### config.mk
export PLATFORM = sky130hd
export DESIGN_NAME = qsf_supervisor
export DESIGN_NICKNAME = d
export VERILOG_FILES = /design/src/logic/qsf_pkg.sv /design/src/logic/qsf_supervisor.sv /design/src/logic/qsf_sync.sv
export SDC_FILE = /design/constraint.sdc
export NUM_CORES = 1
export LEC_CHECK = 0
export BUFFER_PORTS_ARGS = -buffer_cell sky130_fd_sc_hd__buf_2
export CORE_MARGIN = 3
export CORE_UTILIZATION = 32
export DETAILED_ROUTE_END_ITERATION = 16
export GPL_ROUTABILITY_DRIVEN = 0
export PLACE_DENSITY = 0.5
export SLEW_MARGIN = 20
export SYNTH_ARGS = -nofsm -noshare
export SYNTH_HDL_FRONTEND = slang
export SYNTH_SLANG_ARGS = --single-unit
### constraint.sdc
create_clock -name sys_clk -period 3.92 [get_ports sys_clk]
set_input_delay 0.784 -clock sys_clk [delete_from_list [all_inputs] [get_ports sys_clk]]
set_output_delay 0.784 -clock sys_clk [all_outputs]
set_load 0.05 [all_outputs]
### src/logic/qsf_pkg.sv
package qsf_pkg;

   localparam int unsigned NCH = 4;

   // times as printed, in nanoseconds
   localparam int unsigned CLK_PERIOD_NS  = 5;
   localparam int unsigned OC_SENSE_NS    = 55000;
   localparam int unsigned REFRESH_NS     = 3600000;
   localparam int unsigned SOFT_OPEN_NS   = 2200000;
   localparam int unsigned ON_MASK_NS     = 20000;
   localparam int unsigned OFF_MASK_NS    = 19000;
   localparam int unsigned STAT_RESET_NS  = 20000;

   // single time base: one tick per microsecond
   localparam int unsigned TICK_NS        = 1000;
   localparam int unsigned TICK_CYC       = TICK_NS / CLK_PERIOD_NS;

   // delays as counts of time-base ticks
   localparam int unsigned OC_SENSE_TK    = OC_SENSE_NS / TICK_NS;
   localparam int unsigned REFRESH_TK     = REFRESH_NS / TICK_NS;
   localparam int unsigned SOFT_OPEN_TK   = SOFT_OPEN_NS / TICK_NS;
   localparam int unsigned ON_MASK_TK     = ON_MASK_NS / TICK_NS;
   localparam int unsigned OFF_MASK_TK    = OFF_MASK_NS / TICK_NS;
   localparam int unsigned STAT_RESET_TK  = STAT_RESET_NS / TICK_NS;

   localparam int unsigned TKW            = 12;
   localparam int unsigned PREW           = 8;
   localparam int unsigned SYNC_STAGES    = 3;

   typedef struct packed {
      logic [NCH-1:0] oc_detect;
      logic [NCH-1:0] on_open;
      logic [NCH-1:0] off_open;
   } qsf_sense_t;

   typedef enum logic [1:0] {
      QSF_OFF,
      QSF_SENSE,
      QSF_RETRY_WAIT
   } qsf_ch_state_t;

endpackage

### src/logic/qsf_supervisor.sv
// Functional notes
// - over-current only while input high and comparator
// - hold report for sense time; cleared means none
// - persisting over-current: fault low, channel off
// - per-channel sense timer restarts on each turn-on
// - report restarts shared refresh timer, holds off
// - refresh expiry turns faulted channels back on
// - retry repeats until input low or cleared
// - all inputs low releases over-current after delay
// - off open-load reported only with inputs low
// - located over-current re-reports after sense time
// - on open-load keeps fault after on-mask
// - soft open reported like over-current, longer delay
// - shared on-mask timer restarts on any rise
// - per-channel off-mask timer restarts on fall
`timescale 1ns/1ps
`default_nettype none
module qsf_supervisor
   import qsf_pkg::*;
(
   input  wire logic           sys_clk,
   input  wire logic           resetn,
   input  wire logic [NCH-1:0] in_single,
   input  wire logic [1:0]     in_pair,
   input  wire logic           dual_mode,
   input  wire qsf_sense_t     sense,
   output logic      [NCH-1:0] gate_on,
   output logic                fault_n
);
   logic [NCH+2+1-1:0] raw_in;
   logic [NCH+2+1-1:0] syn_in;
   logic [NCH-1:0]     ch_in;
   logic [NCH-1:0]     ch_in_q;
   logic [NCH-1:0]     rise;
   logic [NCH-1:0]     fall;
   logic               any_in;
   logic [PREW-1:0]    pre_q;
   logic               tick;
   logic [TKW-1:0]     onmask_q;
   logic               onmask_done;
   logic [TKW-1:0]     ref_q;
   logic               ref_run_q;
   logic               ref_expire;
   logic [TKW-1:0]     rst_q;
   logic               oc_rep_q;
   logic [NCH-1:0]     oc_trip;
   logic [NCH-1:0]     off_open_rep;
   logic [NCH-1:0]     soft_rep;
   logic [NCH-1:0]     on_open_rep;
   logic [NCH-1:0]     held_off;
   logic               report_new;

   // host pins are asynchronous; sense already runs on this clock
   assign raw_in = {dual_mode, in_pair, in_single};

   qsf_sync #(
      .W(NCH+3)
   ) u_sync (
      .sys_clk  (sys_clk),
      .resetn   (resetn),
      .async_in (raw_in),
      .sync_out (syn_in)
   );

   // paired mode: pair input drives both channels of the pair
   always_comb begin
      if (syn_in[NCH+2]) begin
         ch_in = {{2{syn_in[NCH+1]}}, {2{syn_in[NCH]}}};
      end else begin
         ch_in = syn_in[NCH-1:0];
      end
   end

   always_ff @(posedge sys_clk or negedge resetn) begin
      if (!resetn) begin
         ch_in_q <= '0;
      end else begin
         ch_in_q <= ch_in;
      end
   end

   assign rise   = ch_in & ~ch_in_q;
   assign fall   = ~ch_in & ch_in_q;
   assign any_in = |ch_in;

   // one time base for every delay, kept small in flops
   always_ff @(posedge sys_clk or negedge resetn) begin
      if (!resetn) begin
         pre_q <= '0;
      end else if (pre_q == PREW'(TICK_CYC - 1)) begin
         pre_q <= '0;
      end else begin
         pre_q <= pre_q + PREW'(1);
      end
   end
   assign tick = (pre_q == PREW'(TICK_CYC - 1));

   // shared on-mask timer, restarted by any rising input
   always_ff @(posedge sys_clk or negedge resetn) begin
      if (!resetn) begin
         onmask_q <= '0;
      end else if (|rise) begin
         onmask_q <= '0;
      end else if (tick && !onmask_done) begin
         onmask_q <= onmask_q + TKW'(1);
      end
   end
   assign onmask_done = (onmask_q >= TKW'(ON_MASK_TK));

   // shared refresh timer
   assign report_new = |oc_trip;
   assign ref_expire = ref_run_q && tick && (ref_q == TKW'(REFRESH_TK - 1));

   always_ff @(posedge sys_clk or negedge resetn) begin
      if (!resetn) begin
         ref_q     <= '0;
         ref_run_q <= 1'b0;
      end else if (report_new) begin
         ref_q     <= '0;
         ref_run_q <= 1'b1;
      end else if (ref_expire) begin
         ref_q     <= '0;
         ref_run_q <= 1'b0;
      end else if (ref_run_q && tick) begin
         ref_q <= ref_q + TKW'(1);
      end
   end

   // per-channel sense, soft-open and off-mask timers
   for (genvar c = 0; c < NCH; c++) begin : g_ch
      logic [TKW-1:0] oc_q;
      logic [TKW-1:0] soft_q;
      logic [TKW-1:0] offm_q;
      logic           hold_q;
      logic           turn_on;
      logic           det;

      // channel comes on from its input or from refresh expiry
      assign turn_on = (rise[c] && !hold_q) ||
                       (ref_expire && hold_q && ch_in[c]);
      assign det = ch_in[c] && !hold_q &&
                   sense.oc_detect[c];
      assign oc_trip[c] = det && tick &&
                          (oc_q == TKW'(OC_SENSE_TK - 1));

      always_ff @(posedge sys_clk or negedge resetn) begin
         if (!resetn) begin
            oc_q <= '0;
         end else if (turn_on) begin
            oc_q <= '0;
         end else if (!det) begin
            oc_q <= '0;
         end else if (tick && oc_q < TKW'(OC_SENSE_TK)) begin
            oc_q <= oc_q + TKW'(1);
         end
      end

      // held off from trip to refresh expiry, dropped when input low
      always_ff @(posedge sys_clk or negedge resetn) begin
         if (!resetn) begin
            hold_q <= 1'b0;
         end else if (!ch_in[c]) begin
            hold_q <= 1'b0;
         end else if (oc_trip[c]) begin
            hold_q <= 1'b1;
         end else if (ref_expire) begin
            hold_q <= 1'b0;
         end
      end
      assign held_off[c] = hold_q;

      always_ff @(posedge sys_clk or negedge resetn) begin
         if (!resetn) begin
            soft_q <= '0;
         end else if (!ch_in[c] || !sense.on_open[c]) begin
            soft_q <= '0;
         end else if (tick && soft_q < TKW'(SOFT_OPEN_TK)) begin
            soft_q <= soft_q + TKW'(1);
         end
      end
      // soft open: seen on, not off, reported after the long delay
      assign soft_rep[c] = ch_in[c] && sense.on_open[c] &&
                           !sense.off_open[c] &&
                           soft_q >= TKW'(SOFT_OPEN_TK);
      assign on_open_rep[c] = ch_in[c] && sense.on_open[c] &&
                              sense.off_open[c] &&
                              onmask_done;

      always_ff @(posedge sys_clk or negedge resetn) begin
         if (!resetn) begin
            offm_q <= '0;
         end else if (fall[c]) begin
            offm_q <= '0;
         end else if (tick && offm_q < TKW'(OFF_MASK_TK)) begin
            offm_q <= offm_q + TKW'(1);
         end
      end
      assign off_open_rep[c] = !any_in && sense.off_open[c] &&
                               offm_q >= TKW'(OFF_MASK_TK);

      assign gate_on[c] = ch_in[c] && !hold_q;
   end

   // over-current report: latched at trip, released with inputs low
   always_ff @(posedge sys_clk or negedge resetn) begin
      if (!resetn) begin
         rst_q <= '0;
      end else if (any_in) begin
         rst_q <= '0;
      end else if (tick && rst_q < TKW'(STAT_RESET_TK)) begin
         rst_q <= rst_q + TKW'(1);
      end
   end

   always_ff @(posedge sys_clk or negedge resetn) begin
      if (!resetn) begin
         oc_rep_q <= 1'b0;
      end else if (report_new) begin
         oc_rep_q <= 1'b1;
      end else if (!any_in && rst_q >= TKW'(STAT_RESET_TK)) begin
         oc_rep_q <= 1'b0;
      end
   end

   always_ff @(posedge sys_clk or negedge resetn) begin
      if (!resetn) begin
         fault_n <= 1'b1;
      end else begin
         fault_n <= !(oc_rep_q || (|soft_rep) || (|on_open_rep) ||
                      (|off_open_rep) || report_new);
      end
   end
endmodule
`default_nettype wire

### src/logic/qsf_sync.sv
`timescale 1ns/1ps
`default_nettype none
module qsf_sync
   import qsf_pkg::*;
#(
   parameter int unsigned W = 1
) (
   input  wire logic         sys_clk,
   input  wire logic         resetn,
   input  wire logic [W-1:0] async_in,
   output logic      [W-1:0] sync_out
);
   logic [W-1:0] s1_q;
   logic [W-1:0] s2_q;
   logic [W-1:0] s3_q;

   // first stage is read only by the second
   always_ff @(posedge sys_clk or negedge resetn) begin
      if (!resetn) begin
         s1_q <= '0;
         s2_q <= '0;
         s3_q <= '0;
      end else begin
         s1_q <= async_in;
         s2_q <= s1_q;
         s3_q <= s2_q;
      end
   end

   // a change counts once stages two and three agree
   always_ff @(posedge sys_clk or negedge resetn) begin
      if (!resetn) begin
         sync_out <= '0;
      end else begin
         for (int i = 0; i < W; i++) begin
            if (s2_q[i] == s3_q[i]) begin
               sync_out[i] <= s3_q[i];
            end
         end
      end
   end
endmodule
`default_nettype wire
==> summary.txt <==
Initial antenna violation count - 0
GRT overflow - 0
DP HPWL - 14.2 mm
Ys async rst share - 100%
CTS Hold Bufs - 0
Share of total power in the clock network - 48.7%
Worst Path Required - 3.14 ns
Psw - 1.21 mW
First-pass GRT wire length - 36.0 mm
Ys flop type - dfrtp_1
Fin. Hold Viols - 0
Switching part of the total power - 23.5%
Peak VDD IR - 0.000338 V
Largest net degree at the start of global routing - 116
Via density - 4.92
Rel. slew slack - 39.5%
Number of synthesized flops with an enable pin - 0
F_max - 359 MHz
Tcrit/Tclk final - 71.1%
Final Max Tran Viols - 0
Post-route minimum period - 2.79 ns
Yosys cell types - 59
Fill count - 3030
Comb pwr share - 4.7%
Outcome - completed
Via count - 6920
Row count - 64
Synth warn - 0
Clock root cell - clkbuf_16
CTS tree - done
Setup bufs post-CTS - 0
Die Y - 184 um
CP Launch Type - register
Max Cap Viol - 0
Final ANT Viol Nets - 0
Worst-Skew Late Latency - 0.54 ns
CTS resizes - 0
H-tree depth - 1
Yosys top cell area share - 55.5%
Largest area contributor in the netlist - dfrtp_1
Worst r2r path cells - 6
Worst-Margin Slew - 0.908 ns
Top-count cell post-synth - dfrtp_1
TritonRoute pass-1 iters - 5
P_int - 3.93 mW
# DRC - 0
Worst hold path type - primary input to asynchronous set/reset pin
Starting density of the core - 32.9%
Sequential share of the synthesized area - 55.8%
Die width - 184 um
Synth top cells by count - 226 x dfrtp_1, 118 x nor2_1, 80 x and2_1, 64 x xnor2_1, 53 x nand2_1
RSZ-0062 raised after global routing - no
Crit path from - u_sync.sync_out[6]
Num CTS Buffers - 26
Seq cells post-synth - 227
Sequential Power Share - 46.6%
Worst flop-to-flop path startpoint - u_sync.sync_out[6]
Crit Path Class - register to output pin
Lkg Pwr - 5.04 nW
Pwr Density - 439 mW/mm2
Initial DRC Count - 386
Layout area overhead - 14.8%
Die area - 0.0340 mm2
Max Fanout on Critical Path - 7
Post-Synthesis Cells - 951
Final Skew - 0.0204 ns
I/O pins - 26
Worst R2R Setup Slack - 1.20 ns
Layout Nets - 1037
Setup crit end - gate_on[3]
Port Buf Inserts - 25
Final TNS setup - 0 ns
Clock net sink count - 227
Synth area leaders - dfrtp_1 56%, xnor2_1 5.5%, and2_1 4.9%
Ant diodes - 0
Layout cells sized above 1 - 9.80%
Post-Syn Area per Cell - 10.7 um2
Vias in the first global route - 6972
CP arrival - 2.00 ns
Fin Hold WS - 0.330 ns
Setup crit end kind - output pin
Final WL - 20.9 mm
Gr usage total - 12.7%
Maximum root-to-sink buffer count - 3
Routed len/inst - 14.8 um
Crit Reg-Reg Endpoint - ref_q[3]
Post-synth net total - 998
CORE AREA - 0.0310 mm2
Cell area after synthesis - 0.0102 mm2
Final setup viols - 0
Clock slew seen by the registers of the worst setup and hold paths - 0.06 ns
==> per-layer routing <==
metal / wire (um) / track usage, % / vias to the layer above / share of wire, %
li1: - / - / 3406 / -
met1: 10800 / 19.2 / 3372 / 52
met2: 8860 / 19.0 / 111 / 42
met3: 710 / 1.97 / 31 / 3.4
met4: 471 / 3.11 / 0 / 2.3
met5: 0 / 0 / - / 0
==> placed cells by master, fill, tap and decap left out, types with 8 or more instances in the layout <==
cell and instances:
nand3_1 41, nand4_1 21, inv_1 36, nand2_1 53, and2_1 80, a21oi_1 31, xor2_1 11, o21ai_0 13
ha_1 26, mux2i_1 8, nor4_1 19, buf_2 24, a211oi_1 17, xnor2_1 64, nor2_1 118, and3_1 18
clkbuf_16 26, nor3_1 29, dfrtp_1 226, or3_1 8, clkinv_2 9
==> sequential cells by signal (all words and copies together), names as in the netlist, 8 cells and up <==
signal / flops
pre_q: 8
g_ch.oc_q: 48
onmask_q: 12
g_ch.soft_q: 48
ref_q: 12
g_ch.offm_q: 48
rst_q: 12
==> worst min path at each step <==
| stage | end | slack (ns) | cells past startpoint |
|---|---|---|---|
| 2_1_floorplan | u_sync.s2_q[0] | 0.33 | 0 |
| 3_3_place_gp | u_sync.s2_q[0] | 0.33 | 0 |
| 3_5_place_dp | u_sync.s2_q[1] | 0.33 | 0 |
| 4_1_cts | u_sync.s1_q[0] | 0.33 | 1 |
| 5_1_grt | u_sync.s1_q[2] | 0.33 | 1 |
| 6_report | g_ch[2].soft_q[5] | 0.33 | 1 |
==> power by group through the flow <==
| stage | clock network [mW] | logic, mW | registers [mW] |
|---|---|---|---|
| after floorplan | 0 | 0.122 | 2.42 |
| after global placement | 0 | 0.253 | 2.43 |
| after detailed placement | 0 | 0.251 | 2.43 |
| after CTS | 2.59 | 0.252 | 2.39 |
| after global routing | 2.70 | 0.274 | 2.39 |
| final | 2.50 | 0.242 | 2.39 |
==> layout make-up <==
type                            instances  area [um2]  share of cell area, %
Inverter                               36         135                   1.16
Multi-Input combinational cell        666        4280                   36.6
Clock inverter                         19         221                   1.89
Sequential cell                       227        5680                   48.6
Clock buffer                           29         672                   5.75
Tap cell                              396         495                   4.24
Timing Repair Buffer                   33         208                   1.78
==> critical path: stages, from the launching register on <==
cell and delay [ns]:
dfrtp_1 0.54, mux2i_1 0.50, nor2_1 0.17, buf_2 0.25
==> cell families after synthesis <==
logic type | share of synthesized area [%]
simple gates | 21.6
flops | 55.8
compound gates | 8.56
xor+xnor | 6.45
buf+inv | 2.25
fa+ha+maj | 3.88
mux | 1.41
==> stage by stage <==
step | cell area, um2 | cells | total power [mW] | setup slack [ns] | util [%]
global placement | 10800 | 1358 | 2.69 | 1.21 | 34.8
detailed placement | 10800 | 1358 | 2.69 | 1.17 | 34.8
global route | 11700 | 1406 | 5.37 | 0.988 | 37.7
CTS | 11700 | 1406 | 5.24 | 1.08 | 37.7
finish | 11700 | 1406 | 5.14 | 1.13 | 37.7
floorplan | 10200 | 951 | 2.55 | 1.66 | -
(Power assumes the default switching activity.)
